$ cat src/logic/ssp_pkg.sv
// Constants, register map and state types of the synchronous serial port control block
package ssp_pkg;

  // ==========================================================
  // Register byte offsets
  localparam logic [7:0] ADDR_FFC = 8'h00;
  localparam logic [7:0] ADDR_PMC = 8'h04;
  localparam logic [7:0] ADDR_DATA = 8'h08;
  localparam logic [7:0] ADDR_STAT = 8'h0c;
  localparam logic [7:0] ADDR_PSC = 8'h10;

  // ==========================================================
  // Field positions of frame_format_control
  localparam int RTF_HI = 15;
  localparam int RTF_LO = 8;
  localparam int CPH_BIT = 7;
  localparam int CPO_BIT = 6;
  localparam int FMT_HI = 5;
  localparam int FMT_LO = 4;
  localparam int WSZ_HI = 3;
  localparam int WSZ_LO = 0;

  // ==========================================================
  // Field positions of port_mode_control
  localparam int RXLSB_BIT = 5;
  localparam int TXLSB_BIT = 4;
  localparam int OFF_BIT = 3;
  localparam int SL_BIT = 2;
  localparam int ENA_BIT = 1;
  localparam int LPB_BIT = 0;
  localparam int PMC_HI = 5;

  // ==========================================================
  // Field positions of the status word
  localparam int ST_BSY = 4;
  localparam int ST_RFF = 3;
  localparam int ST_RNE = 2;
  localparam int ST_TNF = 1;
  localparam int ST_TNE = 0;

  // ==========================================================
  // Reset values and sizes
  localparam logic [15:0] FFC_RESET = 16'h0000;
  localparam logic [5:0] PMC_RESET = 6'h00;
  localparam logic [7:0] PSC_RESET = 8'h00;
  localparam int WORD_W = 16;
  localparam logic [3:0] WSZ_MIN_CODE = 4'h3;
  localparam logic [4:0] MIN_WORD = 5'h04;
  localparam logic [4:0] MW_CMD_BITS = 5'h08;
  localparam int HTRANS_ACT = 1;

  // ==========================================================
  // Frame formats and engine states
  typedef enum logic [1:0]
  {
    FMT_SPI = 2'b00,
    FMT_SSF = 2'b01,
    FMT_MW = 2'b10,
    FMT_RSV = 2'b11
  } ssp_fmt_t;

  typedef enum logic [1:0]
  {
    ST_IDLE = 2'b00,
    ST_LEAD = 2'b01,
    ST_SHIFT = 2'b11,
    ST_GAP = 2'b10
  } ssp_state_t;

endpackage

$ cat src/logic/ssp_buf2.sv
// Two-entry valid/ready buffer
`timescale 1ns/100ps
module ssp_buf2 #(
  parameter int W = 16
) (
  // Clock and reset
  input wire logic hclk,
  input wire logic hresetn,
  // Filling side
  input wire logic in_valid,
  input wire logic [W-1:0] in_data,
  output logic in_ready,
  // Draining side
  output logic out_valid,
  input wire logic out_ready,
  output logic [W-1:0] out_data
);

  logic [W-1:0] mem [2];
  logic [W-1:0] next_mem [2];
  logic wr_ptr;
  logic rd_ptr;
  logic [1:0] count;
  logic next_wr_ptr;
  logic next_rd_ptr;
  logic [1:0] next_count;
  logic push;
  logic pop;

  assign in_ready = (count != 2'h2);
  assign out_valid = (count != 2'h0);
  assign out_data = mem[rd_ptr];

  always_comb
  begin
    push = in_valid & in_ready;
    pop = out_valid & out_ready;
    next_mem = mem;
    next_wr_ptr = wr_ptr;
    next_rd_ptr = rd_ptr;
    next_count = count;
    if (push)
    begin
      next_mem[wr_ptr] = in_data;
      next_wr_ptr = ~wr_ptr;
    end
    if (pop)
    begin
      next_rd_ptr = ~rd_ptr;
    end
    if (push & ~pop)
    begin
      next_count = count + 2'h1;
    end
    else if (pop & ~push)
    begin
      next_count = count - 2'h1;
    end
  end

  always_ff @(posedge hclk or negedge hresetn)
  begin
    if (!hresetn)
    begin
      mem[0] <= '0;
      mem[1] <= '0;
      wr_ptr <= 1'b0;
      rd_ptr <= 1'b0;
      count <= 2'h0;
    end
    else
    begin
      mem <= next_mem;
      wr_ptr <= next_wr_ptr;
      rd_ptr <= next_rd_ptr;
      count <= next_count;
    end
  end

endmodule

$ cat src/logic/ssp_ctrl.sv
// Synchronous serial port: control registers, bit-rate divider and frame engine
//
// Behaviour
// - bit rate is clock over divisor times factor-plus-one
// - SPI samples on first or second edge
// - select pulses high per word, or stays low
// - SPI clock idles at polarity level
// - two-bit code picks SPI, frame, handshake format
// - word width is code plus one, with codes below three giving four bits
// - receive bit order MSB or LSB first
// - transmit bit order MSB or LSB first
// - handshake slave receives eight, master word size
// - handshake master sends eight, slave word size
// - slave output disable leaves transmit undriven
// - serial operation runs only while enabled
// - loopback feeds transmit output into receiver
// - prescale divisor low bit reads zero
//
// Added by the designer: the AHB-Lite register port.
`timescale 1ns/100ps
module ssp_ctrl (
  // Clock and reset
  input wire logic hclk,
  input wire logic hresetn,
  // AHB-Lite slave
  input wire logic hsel,
  input wire logic [31:0] haddr,
  input wire logic [1:0] htrans,
  input wire logic hwrite,
  input wire logic [2:0] hsize,
  input wire logic [31:0] hwdata,
  input wire logic hready,
  output logic hreadyout,
  output logic hresp,
  output logic [31:0] hrdata,
  // Serial clock pin
  input wire logic sclk_in,
  output logic sclk_out,
  output logic sclk_oe,
  // Select or frame pin
  input wire logic ss_in,
  output logic ss_out,
  output logic ss_oe,
  // Data pins
  input wire logic rxd_in,
  output logic serial_tx_out,
  output logic serial_tx_oe
);

  // ==========================================================
  // Helpers
  function automatic logic [4:0] word_len(input logic [3:0] code);
    return (code < ssp_pkg::WSZ_MIN_CODE) ? ssp_pkg::MIN_WORD : {1'b0, code} + 5'h01;
  endfunction

  function automatic logic [3:0] bit_idx(input logic [4:0] j, input logic [4:0] len,
                                         input logic lsb);
    logic [4:0] k;
    k = lsb ? j : len - 5'h01 - j;
    return k[3:0];
  endfunction

  function automatic logic in_win(input logic [4:0] b, input logic [4:0] off,
                                  input logic [4:0] len);
    return (b >= off) && (b < off + len);
  endfunction

  // ==========================================================
  // Declarations
  logic [15:0] frame_format_control;
  logic [5:0] port_mode_control;
  logic [7:0] prescale_divider_register;
  logic [15:0] next_ffc;
  logic [5:0] next_pmc;
  logic [7:0] next_psc;
  logic dph_wr;
  logic dph_txw;
  logic [7:0] dph_addr;
  logic next_dph_wr;
  logic next_dph_txw;
  logic [7:0] next_dph_addr;
  logic next_hreadyout;
  logic [31:0] next_hrdata;
  logic accept;
  logic [7:0] a;
  logic [31:0] rd_word;
  logic tx_in_ready;
  logic tx_out_valid;
  logic tx_out_ready;
  logic [15:0] tx_out_data;
  logic rx_in_ready;
  logic rx_out_valid;
  logic rx_out_ready;
  logic [15:0] rx_out_data;
  logic sclk_m, sclk_s, sclk_p;
  logic ss_m, ss_s;
  logic rx_m, rx_s;
  ssp_pkg::ssp_state_t st, next_st;
  logic [15:0] cnt, next_cnt;
  logic [5:0] e, next_e;
  logic [15:0] tx_word, next_tx_word;
  logic [15:0] rx_word, next_rx_word;
  logic [15:0] rx_pd, next_rx_pd;
  logic rx_pv, next_rx_pv;
  logic next_sclk, next_ss, next_txd, next_sclk_oe, next_ss_oe, next_txd_oe;
  ssp_pkg::ssp_fmt_t fmt;
  logic [7:0] rtf;
  logic [4:0] n, total, tx_len, tx_off, rx_len, rx_off, b, t;
  logic slave, en, mw, pha, pol, rx_lsb, tx_lsb, rx_bit, master_run;
  logic [15:0] half;
  logic tick, lead, trail, sl_lead, sl_trail, load, last;

  // ==========================================================
  // Register bus
  assign accept = hsel & htrans[ssp_pkg::HTRANS_ACT] & hready;
  assign a = {haddr[7:2], 2'b00};

  always_comb
  begin
    unique case (a)
      ssp_pkg::ADDR_FFC: rd_word = {16'h0000, frame_format_control};
      ssp_pkg::ADDR_PMC: rd_word = {26'h0000000, port_mode_control};
      ssp_pkg::ADDR_DATA: rd_word = {16'h0000, rx_out_valid ? rx_out_data : 16'h0000};
      ssp_pkg::ADDR_STAT:
      begin
        rd_word = 32'h00000000;
        rd_word[ssp_pkg::ST_BSY] = (st != ssp_pkg::ST_IDLE) | tx_out_valid;
        rd_word[ssp_pkg::ST_RFF] = ~rx_in_ready;
        rd_word[ssp_pkg::ST_RNE] = rx_out_valid;
        rd_word[ssp_pkg::ST_TNF] = tx_in_ready;
        rd_word[ssp_pkg::ST_TNE] = ~tx_out_valid;
      end
      ssp_pkg::ADDR_PSC: rd_word = {24'h000000, prescale_divider_register};
      default: rd_word = 32'h00000000;
    endcase
  end

  always_comb
  begin
    next_hrdata = hrdata;
    next_dph_wr = accept & hwrite & (a != ssp_pkg::ADDR_DATA);
    next_dph_addr = accept ? a : dph_addr;
    next_dph_txw = dph_txw & ~tx_in_ready;
    next_hreadyout = dph_txw ? tx_in_ready : 1'b1;
    rx_out_ready = accept & ~hwrite & (a == ssp_pkg::ADDR_DATA);
    next_ffc = frame_format_control;
    next_pmc = port_mode_control;
    next_psc = prescale_divider_register;
    if (accept & ~hwrite)
    begin
      next_hrdata = rd_word;
    end
    // Words for the transmitter wait in the data phase until the buffer has room
    if (accept & hwrite & (a == ssp_pkg::ADDR_DATA))
    begin
      next_dph_txw = 1'b1;
      next_hreadyout = 1'b0;
    end
    if (dph_wr)
    begin
      unique case (dph_addr)
        ssp_pkg::ADDR_FFC: next_ffc = hwdata[15:0];
        ssp_pkg::ADDR_PMC: next_pmc = hwdata[ssp_pkg::PMC_HI:0];
        ssp_pkg::ADDR_PSC: next_psc = {hwdata[7:1], 1'b0};
        default: next_ffc = frame_format_control;
      endcase
    end
  end

  always_ff @(posedge hclk or negedge hresetn)
  begin
    if (!hresetn)
    begin
      frame_format_control <= ssp_pkg::FFC_RESET;
      port_mode_control <= ssp_pkg::PMC_RESET;
      prescale_divider_register <= ssp_pkg::PSC_RESET;
      dph_wr <= 1'b0;
      dph_txw <= 1'b0;
      dph_addr <= 8'h00;
      hreadyout <= 1'b1;
      hresp <= 1'b0;
      hrdata <= 32'h00000000;
    end
    else
    begin
      frame_format_control <= next_ffc;
      port_mode_control <= next_pmc;
      prescale_divider_register <= next_psc;
      dph_wr <= next_dph_wr;
      dph_txw <= next_dph_txw;
      dph_addr <= next_dph_addr;
      hreadyout <= next_hreadyout;
      hresp <= 1'b0;
      hrdata <= next_hrdata;
    end
  end

  // ==========================================================
  // Buffers on the data path
  ssp_buf2 #(.W(ssp_pkg::WORD_W)) u_tx_buf (
    .hclk(hclk),
    .hresetn(hresetn),
    .in_valid(dph_txw),
    .in_data(hwdata[15:0]),
    .in_ready(tx_in_ready),
    .out_valid(tx_out_valid),
    .out_ready(tx_out_ready),
    .out_data(tx_out_data)
  );

  ssp_buf2 #(.W(ssp_pkg::WORD_W)) u_rx_buf (
    .hclk(hclk),
    .hresetn(hresetn),
    .in_valid(rx_pv),
    .in_data(rx_pd),
    .in_ready(rx_in_ready),
    .out_valid(rx_out_valid),
    .out_ready(rx_out_ready),
    .out_data(rx_out_data)
  );

  // ==========================================================
  // Pin synchronisers
  always_ff @(posedge hclk or negedge hresetn)
  begin
    if (!hresetn)
    begin
      sclk_m <= 1'b0;
      sclk_s <= 1'b0;
      sclk_p <= 1'b0;
      ss_m <= 1'b1;
      ss_s <= 1'b1;
      rx_m <= 1'b0;
      rx_s <= 1'b0;
    end
    else
    begin
      sclk_m <= sclk_in;
      sclk_s <= sclk_m;
      sclk_p <= sclk_s;
      ss_m <= ss_in;
      ss_s <= ss_m;
      rx_m <= rxd_in;
      rx_s <= rx_m;
    end
  end

  // ==========================================================
  // Configuration decode
  always_comb
  begin
    fmt = ssp_pkg::ssp_fmt_t'(frame_format_control[ssp_pkg::FMT_HI:ssp_pkg::FMT_LO]);
    rtf = frame_format_control[ssp_pkg::RTF_HI:ssp_pkg::RTF_LO];
    n = word_len(frame_format_control[ssp_pkg::WSZ_HI:ssp_pkg::WSZ_LO]);
    slave = port_mode_control[ssp_pkg::SL_BIT];
    en = port_mode_control[ssp_pkg::ENA_BIT];
    rx_lsb = port_mode_control[ssp_pkg::RXLSB_BIT];
    tx_lsb = port_mode_control[ssp_pkg::TXLSB_BIT];
    mw = (fmt == ssp_pkg::FMT_MW);
    // Frame pulse format launches on rising and samples on falling edge
    pha = (fmt == ssp_pkg::FMT_SPI) ? frame_format_control[ssp_pkg::CPH_BIT] :
          (fmt == ssp_pkg::FMT_SSF);
    pol = (fmt == ssp_pkg::FMT_SPI) & frame_format_control[ssp_pkg::CPO_BIT];
    total = mw ? n + ssp_pkg::MW_CMD_BITS : n;
    tx_len = (mw & ~slave) ? ssp_pkg::MW_CMD_BITS : n;
    tx_off = (mw & slave) ? ssp_pkg::MW_CMD_BITS : 5'h00;
    rx_len = (mw & slave) ? ssp_pkg::MW_CMD_BITS : n;
    rx_off = (mw & ~slave) ? ssp_pkg::MW_CMD_BITS : 5'h00;
    // Half a bit period in bus clocks; a zero divisor is treated as the smallest
    half = 16'({8'h00, prescale_divider_register[7:1]} * ({8'h00, rtf} + 16'h0001));
    if (half == 16'h0000)
    begin
      half = 16'h0001;
    end
    rx_bit = port_mode_control[ssp_pkg::LPB_BIT] ? serial_tx_out : rx_s;
  end

  // ==========================================================
  // Frame engine
  always_comb
  begin
    master_run = en & ~slave;
    next_st = st;
    next_cnt = 16'h0000;
    next_e = e;
    next_tx_word = tx_word;
    next_rx_word = rx_word;
    next_rx_pd = rx_pd;
    next_rx_pv = rx_pv & ~rx_in_ready;
    next_sclk = sclk_out;
    next_ss = ss_out;
    next_txd = serial_tx_out;
    tx_out_ready = 1'b0;
    load = 1'b0;
    b = e[5:1];
    t = 5'h00;
    last = (e == 6'({total, 1'b0} - 6'h01));
    // Master clock stalls while a received word waits for buffer room
    tick = master_run & (st != ssp_pkg::ST_IDLE) & (rx_in_ready | ~rx_pv) &
           (cnt >= half - 16'h0001);
    if (master_run & (st != ssp_pkg::ST_IDLE) & (rx_in_ready | ~rx_pv) & ~tick)
    begin
      next_cnt = cnt + 16'h0001;
    end
    sl_lead = (sclk_s != sclk_p) & (sclk_s != pol);
    sl_trail = (sclk_s != sclk_p) & (sclk_s == pol);
    lead = (st == ssp_pkg::ST_SHIFT) & (slave ? sl_lead : (tick & ~e[0]));
    trail = (st == ssp_pkg::ST_SHIFT) & (slave ? sl_trail : (tick & e[0]));
    if (!en)
    begin
      next_st = ssp_pkg::ST_IDLE;
      next_sclk = pol;
      next_ss = (fmt != ssp_pkg::FMT_SSF);
      next_txd = 1'b0;
      next_e = 6'h00;
    end
    else
    begin
      unique case (st)
        ssp_pkg::ST_IDLE:
        begin
          next_sclk = pol;
          if (!slave)
          begin
            next_ss = (fmt != ssp_pkg::FMT_SSF);
            if (tx_out_valid & ~rx_pv)
            begin
              load = 1'b1;
              next_st = (fmt == ssp_pkg::FMT_SSF) ? ssp_pkg::ST_LEAD : ssp_pkg::ST_SHIFT;
              next_ss = (fmt == ssp_pkg::FMT_SSF);
            end
          end
          else if ((fmt == ssp_pkg::FMT_SSF) ? (ss_s & sl_trail) : ~ss_s)
          begin
            load = 1'b1;
            next_st = ssp_pkg::ST_SHIFT;
          end
        end
        ssp_pkg::ST_LEAD:
        begin
          // One bit of frame pulse before the word
          if (tick)
          begin
            next_sclk = ~sclk_out;
            next_e = e[0] ? 6'h00 : 6'h01;
            if (e[0])
            begin
              next_ss = 1'b0;
              next_st = ssp_pkg::ST_SHIFT;
            end
          end
        end
        ssp_pkg::ST_SHIFT:
        begin
          if (tick)
          begin
            next_sclk = ~sclk_out;
          end
          if ((pha ? trail : lead) & in_win(b, rx_off, rx_len))
          begin
            next_rx_word[bit_idx(b - rx_off, rx_len, rx_lsb)] = rx_bit;
          end
          if (pha ? lead : trail)
          begin
            t = pha ? b : b + 5'h01;
            next_txd = in_win(t, tx_off, tx_len) ?
                       tx_word[bit_idx(t - tx_off, tx_len, tx_lsb)] : 1'b0;
          end
          if (lead | trail)
          begin
            next_e = e + 6'h01;
            if (last)
            begin
              // A slave overwrites a word still waiting; a master never gets here then
              next_rx_pv = 1'b1;
              next_rx_pd = next_rx_word;
              if (slave)
              begin
                next_st = ssp_pkg::ST_IDLE;
              end
              else if ((fmt == ssp_pkg::FMT_SPI) & pha & tx_out_valid)
              begin
                load = 1'b1;
              end
              else
              begin
                next_st = ssp_pkg::ST_GAP;
                next_ss = (fmt != ssp_pkg::FMT_SSF);
              end
            end
          end
          if (slave & (fmt != ssp_pkg::FMT_SSF) & ss_s)
          begin
            next_st = ssp_pkg::ST_IDLE;
          end
        end
        ssp_pkg::ST_GAP:
        begin
          if (tick)
          begin
            next_st = ssp_pkg::ST_IDLE;
          end
        end
        default: next_st = ssp_pkg::ST_IDLE;
      endcase
    end
    if (load)
    begin
      tx_out_ready = tx_out_valid;
      next_tx_word = tx_out_valid ? tx_out_data : 16'h0000;
      next_rx_word = 16'h0000;
      next_e = 6'h00;
      if (!pha)
      begin
        next_txd = in_win(5'h00, tx_off, tx_len) & tx_out_valid &
                   tx_out_data[bit_idx(5'h00, tx_len, tx_lsb)];
      end
    end
    next_sclk_oe = master_run;
    next_ss_oe = master_run;
    next_txd_oe = en & (~slave | (~port_mode_control[ssp_pkg::OFF_BIT] &
                  (next_st == ssp_pkg::ST_SHIFT)));
  end

  always_ff @(posedge hclk or negedge hresetn)
  begin
    if (!hresetn)
    begin
      st <= ssp_pkg::ST_IDLE;
      cnt <= 16'h0000;
      e <= 6'h00;
      tx_word <= 16'h0000;
      rx_word <= 16'h0000;
      rx_pd <= 16'h0000;
      rx_pv <= 1'b0;
      sclk_out <= 1'b0;
      ss_out <= 1'b1;
      serial_tx_out <= 1'b0;
      sclk_oe <= 1'b0;
      ss_oe <= 1'b0;
      serial_tx_oe <= 1'b0;
    end
    else
    begin
      st <= next_st;
      cnt <= next_cnt;
      e <= next_e;
      tx_word <= next_tx_word;
      rx_word <= next_rx_word;
      rx_pd <= next_rx_pd;
      rx_pv <= next_rx_pv;
      sclk_out <= next_sclk;
      ss_out <= next_ss;
      serial_tx_out <= next_txd;
      sclk_oe <= next_sclk_oe;
      ss_oe <= next_ss_oe;
      serial_tx_oe <= next_txd_oe;
    end
  end

endmodule

$ cat config.mk
export PLATFORM = sky130hd
export DESIGN_NAME = ssp_ctrl
export DESIGN_NICKNAME = d
export VERILOG_FILES = /design/src/logic/ssp_pkg.sv /design/src/logic/ssp_buf2.sv /design/src/logic/ssp_ctrl.sv
export SDC_FILE = /design/constraint.sdc
export NUM_CORES = 1
export LEC_CHECK = 0
export ABC_AREA = 1
export BUFFER_PORTS_ARGS = -buffer_cell sky130_fd_sc_hd__buf_2
export CORE_UTILIZATION = 40
export DETAILED_ROUTE_END_ITERATION = 10
export SETUP_SLACK_MARGIN = 0.4
export SLEW_MARGIN = 15
export SYNTH_ARGS = -nofsm -noshare
export SYNTH_HDL_FRONTEND = slang
export SYNTH_SLANG_ARGS = --single-unit
export TNS_END_PERCENT = 1
$ cat constraint.sdc
create_clock -name hclk -period 10.5 [get_ports hclk]
set_clock_uncertainty 0.1 [all_clocks]
set_input_delay 1.05 -clock hclk [delete_from_list [all_inputs] [get_ports hclk]]
set_output_delay 1.05 -clock hclk [all_outputs]
set_load 0.02 [all_outputs]
==> results of run 1 <==
-- worst max path at each step --
stage          slack (ns)                             to                                 start
5_1_grt              0.43  u_tx_buf.count[1]$_DFFE_PN0P_  frame_format_control[10]$_DFFE_PN0P_
3_3_place_gp         0.94  u_tx_buf.count[1]$_DFFE_PN0P_   frame_format_control[8]$_DFFE_PN0P_
6_report             1.26  u_tx_buf.count[1]$_DFFE_PN0P_  frame_format_control[10]$_DFFE_PN0P_
4_1_cts              0.74  u_tx_buf.count[1]$_DFFE_PN0P_   frame_format_control[8]$_DFFE_PN0P_
3_5_place_dp         0.80  u_tx_buf.count[1]$_DFFE_PN0P_   frame_format_control[8]$_DFFE_PN0P_
2_1_floorplan        2.20  u_tx_buf.count[1]$_DFFE_PN0P_   frame_format_control[8]$_DFFE_PN0P_
-- area by class of cell --
| type | count | area (sq um) | share of cell area [%] |
|---|---|---|---|
| clock buffers | 34 | 731 | 4.68 |
| clock inverters | 14 | 166 | 1.07 |
| inverters | 232 | 871 | 5.58 |
| multi-input cells | 1323 | 7650 | 49.0 |
| flip-flops and latches | 211 | 5290 | 33.9 |
| well taps | 455 | 569 | 3.65 |
| repair buffers | 62 | 343 | 2.20 |
-- per-layer routing --
layer / wire length (um) / part of all wire, % / GRT usage, % / up-vias
met5: 0 / 0 / 0 / -
met4: 1090 / 3.0 / 6.82 / 0
met3: 1840 / 5.1 / 3.04 / 57
met2: 15600 / 43 / 31.1 / 262
met1: 17700 / 49 / 30.4 / 5575
li1: - / - / - / 5911
-- sequential cells by signal, summed over array words and instances (netlist names), 6 cells and up --
register                   cells
rx_word                       16
e                              6
u_rx_buf.mem                  32
rx_pd                         16
dph_addr                       6
frame_format_control          16
tx_word                       16
port_mode_control              6
cnt                           16
u_tx_buf.mem                  32
hrdata                        16
prescale_divider_register      7
-- per-stage QoR --
stage / setup WS, ns / util (%) / instance area (sq um)
finish: 1.26 / 45.2 / 15600
global route: 0.430 / 45.2 / 15600
CTS: 0.738 / 44.8 / 15500
detailed placement: 0.795 / 42.2 / 14600
global placement: 0.935 / 42.2 / 14600
floorplan: 2.20 / - / 14100
-- placed cells by master (no fill, tap or decap), types with 3 or more instances in the layout --
cell type     n
a31oi_1       8
mux2i_1      12
inv_1       221
ha_1         85
xnor2_1      15
clkbuf_8      5
clkinv_2      4
o211ai_1      7
nor3_1       20
nand3_2       6
nand4_1      20
dfrtp_1     203
o21a_1        5
nand2_1     477
nor2_1      148
nand3_1      80
conb_1       17
or2_2         5
clkinvlp_4    4
o21ai_1      18
clkbuf_1      3
a221oi_1      4
a31o_2        6
dfrtp_2       4
dfstp_2       4
inv_2         9
clkbuf_16    26
o221ai_1      4
o21ai_0     194
nor3b_1      10
buf_4         9
a21oi_1      67
nor2_2        5
xor2_2        4
fa_1         36
buf_2        52
nand2_2       9
o21ai_2       3
xor2_1       26
-- cells by family (layout without fill, tap and decap cells) --
logic type | after synthesis | after routing | synth area share, %
XOR/XNOR | 48 | 48 | 3.00
other | 1 | 17 | 0.0267
multiplexers | 14 | 14 | 1.02
flip-flops | 211 | 211 | 37.7
adder cells (fa/ha/maj) | 121 | 121 | 12.7
buffers and inverters | 302 | 342 | 8.87
AND/OR/NAND/NOR | 792 | 792 | 23.8
AO/OA/AOI/OAI | 331 | 331 | 12.9
-- cell usage after synthesis, types with 3 or more instances --
cell type / n
clkbuf_1: 37
o21ai_0: 195
o21ai_1: 17
xnor2_1: 16
nand4_1: 20
dfstp_2: 4
buf_4: 23
o211ai_1: 7
a31oi_1: 8
inv_1: 221
inv_2: 9
nand2_2: 8
nand3_1: 80
xor2_1: 32
mux2i_1: 12
a31o_2: 6
dfrtp_1: 207
nand3_2: 6
ha_1: 85
buf_2: 6
a21oi_1: 67
o21ai_2: 3
nor2_1: 148
or2_2: 5
nor3b_1: 11
o221ai_1: 4
a221oi_1: 4
nand2_1: 478
nor2_2: 5
o21a_1: 5
fa_1: 36
nor3_1: 22
-- repair_timing --
item | CTS | global route
gates resized for setup | 0 | 18
setup endpoints to repair | 0 | 44
setup buffers | 0 | 5
==> metrics.md, run 1 <==
| Metric | Value |
|---|---|
| Core Region | 0.0345 sq mm |
| Drt wl/cell | 15.5 um |
| RSZ-0062 raised after global routing | false |
| DIE AREA | 0.0358 sq mm |
| Vias after detailed routing | 11805 |
| Cells after DPL | 2278 |
| Number of synthesized register bits | 211 |
| Final hold vios | 0 |
| Post-synth EDFFs | 0 |
| Critical path arrival | 9.56 ns |
| WL final | 36.2 mm |
| CTS HTree Levels | 1 |
| Endpoints failing setup | 0 |
| Ys async rst share | between 90% and 100% |
| Setup TNS | 0 ns |
| Max cap viols | 0 |
| Final Non-Filler Cells | 2331 |
| Worst-path clk slew | approximately 0.06 ns |
| First-pass GRT wire length | 59.2 mm |
| Syn Area/Cell | about 7.7 sq um |
| Setup slack, reg-to-reg | 1.26 ns |
| Synthesis-to-layout area growth | 11.4% |
| Synth cell types | 58 |
| Worst setup EP type | flop |
| Hold Path Sink | rx_s$_DFF_PN0_ |
| Synth warnings | 0 |
| Final number of max-transition violations | 0 |
| Routability cong. | 0.894 |
| CP delay by family, top | simple AND/OR/NAND/NOR gates |
| DR DRC count | 0 |
| Largest net degree at the start of global routing | 83 |
| IO Count | 117 |
| Row Count | 68 |
| Largest area contributor in the netlist | dfrtp_1 |
| Layout Nets | between 2000 and 2500 |
| Grt total ovfl | 0 |
| Top post-synthesis cells by area | dfrtp_1, nand2_1, ha_1 |
| Total stage count of the critical path | 45 |
| Worst Hold Class | reg -> reg |
| Fillers | ~3500 |
| WP data required | 10.82 ns |
| Hold wc startpoint | rx_m$_DFF_PN0_ |
| Sequential share of the synthesized area | between 30 and 40% |
| Worst-Skew Late Latency | around 0.55 ns |
| Drt first-iter violations | roughly 860 |
| Synthesized area | 0.0140 sq mm |
| Initial antenna violation count | 0 |
| CP Buf/Inv Count | 4 |
| Syn Inst Count | around 1800 |
| RR Endpoint | u_tx_buf.count[1]$_DFFE_PN0P_ |
| Clock buffer count from CTS | 26 |
| Die width | roughly 190 um |
| Path depth of the worst reg2reg path | 45 |
| Top-area cell type share of the netlist area | 36.9% |
| Port buffer count | 53 |
| CTS tree | done |
| Tcrit/Tclk final | roughly nine tenths |
| Worst-case clock buffer depth | 3 |
| Crit-path slowest cell | fa_1 |
| Status | completed |
| Hold Crit Depth | 0 |
| Minimum hold slack | 0.246 ns |
| Min Tclk post-route | 9.24 ns |
| RR Startpoint | frame_format_control[10]$_DFFE_PN0P_ |
| Vias in the first global route | 11124 |
| Setup CP Type | reg -> reg |
| First-pass DRT Iterations | 5 |
| Root cell of the clock tree | clkbuf_16 |
| Antenna viol nets, final | 0 |
| GRT Resource Usage Total | 20.7% |
| Dominant synthesized flop cell | dfrtp_1 |
| Max stage delay on crit path | 0.55 ns |
| Startpoint types | flop |
| # clock sinks | 211 |
| Die Y | 189 um |
| CTS Hold Bufs | 0 |
| Achievable frequency | roughly 110 MHz |
| Most common cell on crit path | nand2_1 |
| Relative max-transition margin | 23.2% |
| Max FO, Critical Path | 6 |
| Antenna cell count | 0 |
| Starting density of the core | approximately two fifths |
| Share of cells above drive strength 1 | 9.38% |
| DR vias/cell | 5.06 |
| Hpwl dp | about 27 mm |
| Worst slew pin tran | 1.15 ns |
Power of run 1 is not shown: default switching activity piles up to over one toggle a cycle in this logic, so the estimate is an artifact.
==> run 2, diff against run 1 <==
--- a/config.mk
+++ b/config.mk
@@ -6,9 +6,9 @@
 export NUM_CORES = 1
 export LEC_CHECK = 0
 export ABC_AREA = 1
-export BUFFER_PORTS_ARGS = -buffer_cell sky130_fd_sc_hd__buf_2
-export CORE_UTILIZATION = 40
+export CORE_UTILIZATION = 30
 export DETAILED_ROUTE_END_ITERATION = 10
+export DONT_BUFFER_PORTS = 1
 export SETUP_SLACK_MARGIN = 0.4
 export SLEW_MARGIN = 15
 export SYNTH_ARGS = -nofsm -noshare
==> run 2 against run 1 <==
Via count is 1.5% lower. Count of clock-buffer cells in the layout up 2. Core utilization fell by 11 points. Global-route usage fell by 4.9 points. Sequential share of layout area rose by 0.35 points. Register-to-register slack lost 0.10 ns. Highest routed layer unchanged.
==> metrics.md, run 2 (synthesized netlist as in run 1, its figures left out) <==
| Metric | Value |
|---|---|
| Grt total ovfl | 0 |
| Worst Hold Class | in -> async |
| Drt first-iter violations | 769 |
| CP delay by family, top | adder cells |
| DIE AREA | 0.0476 sq mm |
| CTS Hold Bufs | 0 |
| Max FO, Critical Path | 9 |
| Antenna viol nets, final | 0 |
| Min Tclk post-route | 9.35 ns |
| Clock buffer count from CTS | 26 |
| First-pass GRT wire length | 60.0 mm |
| Crit-path slowest cell | xnor2_1 |
| CP Buf/Inv Count | 8 |
| Vias after detailed routing | ~12000 |
| Achievable frequency | 107 MHz |
| Antenna cell count | 0 |
| Hpwl dp | approximately 28 mm |
| Tcrit/Tclk final | roughly 90% |
| Regs by FF count | u_rx_buf.mem: 32 flops, u_tx_buf.mem: 32 flops |
| Commonest non-fill, non-tap cell in the layout | nand2_1 |
| GRT Resource Usage Total | between 15 and 20% |
| Total stage count of the critical path | 46 |
| Critical path endpoint | u_tx_buf.count[1]$_DFFE_PN0P_ |
| CTS HTree Levels | 1 |
| Worst-Skew Late Latency | roughly 0.57 ns |
| Most frequent cells in the layout | nand2_1, inv_1, dfrtp_1 |
| Post-DP Area | ~0.014 sq mm |
| GR Util met2 | 24.5% |
| Startpoint types | flop |
| Path depth of the worst reg2reg path | 46 |
| RR Endpoint | u_tx_buf.count[1]$_DFFE_PN0P_ |
| Setup CP Type | reg -> reg |
| DR DRC count | 0 |
| Row Count | 78 |
| GR Util met3 | 3.30% |
| Final number of max-transition violations | 0 |
| Port buffer count | 0 |
| Final hold vios | 0 |
| WP data required | 10.83 ns |
| Setup TNS | 0 ns |
| RSZ-0062 raised after global routing | false |
| Design Area, Final | 0.0154 sq mm |
| Worst setup EP type | flop |
| Crit path from | frame_format_control[8]$_DFFE_PN0P_ |
| WL final | 37.0 mm |
| Drt wl/cell | 15.3 um |
| Die width | 218 um |
| Initial antenna violation count | 0 |
| CTS tree | done |
| Setup slack, reg-to-reg | 1.15 ns |
| Fillers | roughly 4800 |
| Max stage delay on crit path | ~0.57 ns |
| Starting density of the core | between 30% and 40% |
| Max cap viols | 0 |
| Endpoints failing setup | 0 |
| Routability cong. | ~0.90 |
| Root cell of the clock tree | clkbuf_16 |
| Status | completed |
| Die Y | 218 um |
| Layer with the highest usage | met2 |
| Vias in the first global route | 11198 |
| Worst-path clk slew | roughly 0.06 ns |
| Worst-case clock buffer depth | 3 |
| Critical path arrival | 9.68 ns |
| # clock sinks | 211 |
| Most common cell on crit path | nand2_1 |
| Layout Nets | 1996 |
| Share of cells above drive strength 1 | 6.05% |
| DR vias/cell | 4.81 |
| RR Startpoint | frame_format_control[8]$_DFFE_PN0P_ |
| First-pass DRT Iterations | 5 |
| Worst slew pin tran | around 1.1 ns |
| Synthesis-to-layout area growth | 10.2% |
| Relative max-transition margin | between 20% and 30% |
| IO Count | about 120 |
| Global Route met1 Usage | 22.0% |
| Largest net degree at the start of global routing | 212 |
| Core Region | around 0.046 sq mm |
## run 2: metal layers
layer	share of wire (%)	wire length, um	vias to the layer above
li1	-	-	5790
met3	5.9	2170	49
met1	47	17500	5535
met5	0	0	-
met2	44	16400	253
met4	2.5	931	0
## run 2: how the worst min path moves through the flow
stage / from / end / cells after the start
after floorplan: rx_m$_DFF_PN0_ / rx_s$_DFF_PN0_ / 0
after global placement: rx_m$_DFF_PN0_ / rx_s$_DFF_PN0_ / 0
after detailed placement: rx_m$_DFF_PN0_ / rx_s$_DFF_PN0_ / 0
after CTS: hresetn / rx_word[3]$_DFFE_PN0P_ / 0
after global routing: hresetn / rx_word[3]$_DFFE_PN0P_ / 0
final: hresetn / rx_word[10]$_DFFE_PN0P_ / 0
## run 2: timing repair
action | in CTS | in global routing
resized for setup | 0 | 7
setup endpoints to repair | 0 | 34
setup buffers | 0 | 2
## run 2: stage by stage
step                util (%)  setup WS [ns]  hold slack [ns]  std cells
finish                  33.7           1.15           0.0760       2417
global route            33.7          0.421           0.0487       2417
CTS                     33.6          0.850           0.0462       2415
detailed placement      31.6          0.887            0.240       2368
global placement        31.6          0.978            0.236       2368
floorplan                  -           2.20            0.231       1836
## run 2: final cells by class
class                      instances  area [sq um]  area share (%)
multi-input combinational       1323          7590            49.2
inverter                         232           871            5.64
tap                              600           751            4.86
timing repair buffer               4          30.0           0.194
clock buffer                      36           768            4.97
sequential                       211          5290            34.2
clock inverter                    11           146           0.948
## run 2: worst register-to-register path, delay by kind of cell, from the launching register on
family | cells | cell delay [ns]
compound gates | 4 | 0.55
xor+xnor | 4 | 1.12
fa+ha+maj | 8 | 3.30
buf+inv | 8 | 0.69
flops | 1 | 0.49
simple gates | 22 | 2.99
Power of run 2 is left out for the same reason.
==> run 3, diff against run 2 <==
--- a/config.mk
+++ b/config.mk
@@ -6,9 +6,12 @@
 export NUM_CORES = 1
 export LEC_CHECK = 0
 export ABC_AREA = 1
+export CELL_PAD_IN_SITES_DETAIL_PLACEMENT = 0
+export CELL_PAD_IN_SITES_GLOBAL_PLACEMENT = 1
 export CORE_UTILIZATION = 30
 export DETAILED_ROUTE_END_ITERATION = 10
 export DONT_BUFFER_PORTS = 1
+export PLACE_DENSITY_LB_ADDON = 0.1
 export SETUP_SLACK_MARGIN = 0.4
 export SLEW_MARGIN = 15
 export SYNTH_ARGS = -nofsm -noshare
==> run 3 against run 2 <==
Non-clock buffer count rose by 6. Core utilization rose by 0.079 points. Worst setup slack improved by 0.086 ns. Die area did not move. First-iteration DRC count fell by 3.0%. Hold slack improved by 0.032 ns. Maximum frequency rose by 0.92%. Critical path depth rose by 3. Wire length rose by 13%. Critical path type unchanged. Largest cell class unchanged.
==> metrics.md, run 3 (synthesized netlist as in run 1, its figures left out) <==
| Metric | Value |
|---|---|
| Status | completed |
| Register area | 0.00529 sq mm |
| DR DRC count | 0 |
| DIE AREA | 0.0476 sq mm |
| WL final | 41.6 mm |
| Die width | 218 um |
| Regs by FF count | u_rx_buf.mem: 32 flops, u_tx_buf.mem: 32 flops |
| Final number of max-transition violations | 0 |
| Relative max-transition margin | approximately 30% |
| First-pass GRT wire length | approximately 67 mm |
| Clock buffer count from CTS | 27 |
| Initial antenna violation count | 0 |
| Layout Nets | 2003 |
| Worst-path clk slew | 0.06 ns |
| Startpoint types | flop |
| Worst Hold Class | in -> async |
| Starting density of the core | a little over 30% |
| Die Y | 218 um |
| Largest net degree at the start of global routing | roughly 210 |
| Footprint of the multi-input gates | 0.00758 sq mm |
| Min Tclk post-route | 9.26 ns |
| Setup TNS | 0 ns |
| RSZ-0062 raised after global routing | false |
| Row Count | just under 80 |
| Endpoints failing setup | 0 |
| Worst setup EP type | flop |
| Antenna cell count | 0 |
| DR vias/cell | 4.72 |
| Drt first-iter violations | 746 |
| CTS HTree Levels | 1 |
| Root cell of the clock tree | clkbuf_16 |
| Path depth of the worst reg2reg path | slightly below 50 |
| Grt total ovfl | 0 |
| Hpwl dp | 31.1 mm |
| Max cap viols | 0 |
| Worst-case clock buffer depth | 3 |
| Setup CP Type | reg -> reg |
| GRT Resource Usage Total | 18.0% |
| Vias in the first global route | approximately 11000 |
| Port buffer count | 0 |
| Worst slew pin tran | 1.04 ns |
| Share of cells above drive strength 1 | 6.20% |
| CTS tree | done |
| Most common cell on crit path | nand2_1 |
| Crit-path slowest cell | fa_1 |
| # clock sinks | 211 |
| Critical path arrival | ~9.6 ns |
| First-pass DRT Iterations | 5 |
| Antenna viol nets, final | 0 |
| Tcrit/Tclk final | 88.2% |
| Commonest non-fill, non-tap cell in the layout | nand2_1 |
| IO Count | 117 |
| Synthesis-to-layout area growth | 10.4% |
| Worst-Skew Late Latency | 0.56 ns |
| Achievable frequency | between 100 and 150 MHz |
| Most frequent cells in the layout | nand2_1, inv_1, dfrtp_1 |
| Final hold vios | 0 |
| Vias after detailed routing | 11430 |
| Max stage delay on crit path | 0.55 ns |
| WP data required | 10.83 ns |
| Fillers | 4890 |
| Routability cong. | 0.793 |
| Max FO, Critical Path | 8 |
| Core Region | 0.0458 sq mm |
| Drt wl/cell | 17.2 um |
[run 3: critical path, delay by kind of cell, from the launching register on]
| kind | cells | cell delay, ns |
|---|---|---|
| adder cells (fa/ha/maj) | 8 | 3.22 |
| buffers and inverters | 7 | 0.85 |
| flip-flops | 1 | 0.36 |
| AO/OA/AOI/OAI | 4 | 0.66 |
| XOR/XNOR | 4 | 0.73 |
| AND/OR/NAND/NOR | 26 | 3.20 |
[run 3: cell type report]
class                           count  area share (%)
Clock buffer                       38            5.02
Clock inverter                     10           0.945
Inverter                          232            5.62
Multi-Input combinational cell   1323            48.9
Sequential cell                   211            34.1
Tap cell                          600            4.85
Timing Repair Buffer               10           0.485
[run 3: layer usage]
layer	vias to the layer above	global-route usage, %	routed length (um)
met5	-	0	0
met4	0	3.12	584
met3	29	2.57	1690
met2	171	28.1	18300
met1	5414	26.5	21100
li1	5816	-	-
[run 3: worst paths after layout]
kind	from	end	slack, ns
max	frame_format_control[8]$_DFFE_PN0P_	u_tx_buf.count[1]$_DFFE_PN0P_	1.24
min	hresetn	u_tx_buf.mem[24]$_DFFE_PN0P_	0.11
max reg2reg	frame_format_control[8]$_DFFE_PN0P_	u_tx_buf.count[1]$_DFFE_PN0P_	1.24
min reg2reg	sclk_m$_DFF_PN0_	sclk_s$_DFF_PN0_	0.25
max in group asynchronous	hresetn	rx_pd[9]$_DFFE_PN0P_	9.66
min in group hclk	sclk_m$_DFF_PN0_	sclk_s$_DFF_PN0_	0.25
[run 3: what timing repair did]
item | in CTS | in global routing
endpoints found under the setup margin | 0 | 48
endpoints found under the hold margin | 0 | 0
buffers inserted | 0 | 2
hold buffers | 0 | 0
resized for setup | 0 | 5
[run 3: per-stage QoR]
step / cell area [sq um] / std cells / setup WS [ns] / hold WS [ns] / utilization [%]
6_report: 15500 / 2424 / 1.24 / 0.108 / 33.8
5_1_grt: 15500 / 2424 / 0.435 / 0.0859 / 33.8
4_1_cts: 15400 / 2422 / 0.705 / 0.0783 / 33.7
3_5_place_dp: 14500 / 2374 / 0.783 / 0.235 / 31.7
3_3_place_gp: 14500 / 2374 / 0.796 / 0.235 / 31.7
2_1_floorplan: 14100 / 1836 / 2.20 / 0.231 / -
Power of run 3 is left out for the same reason.
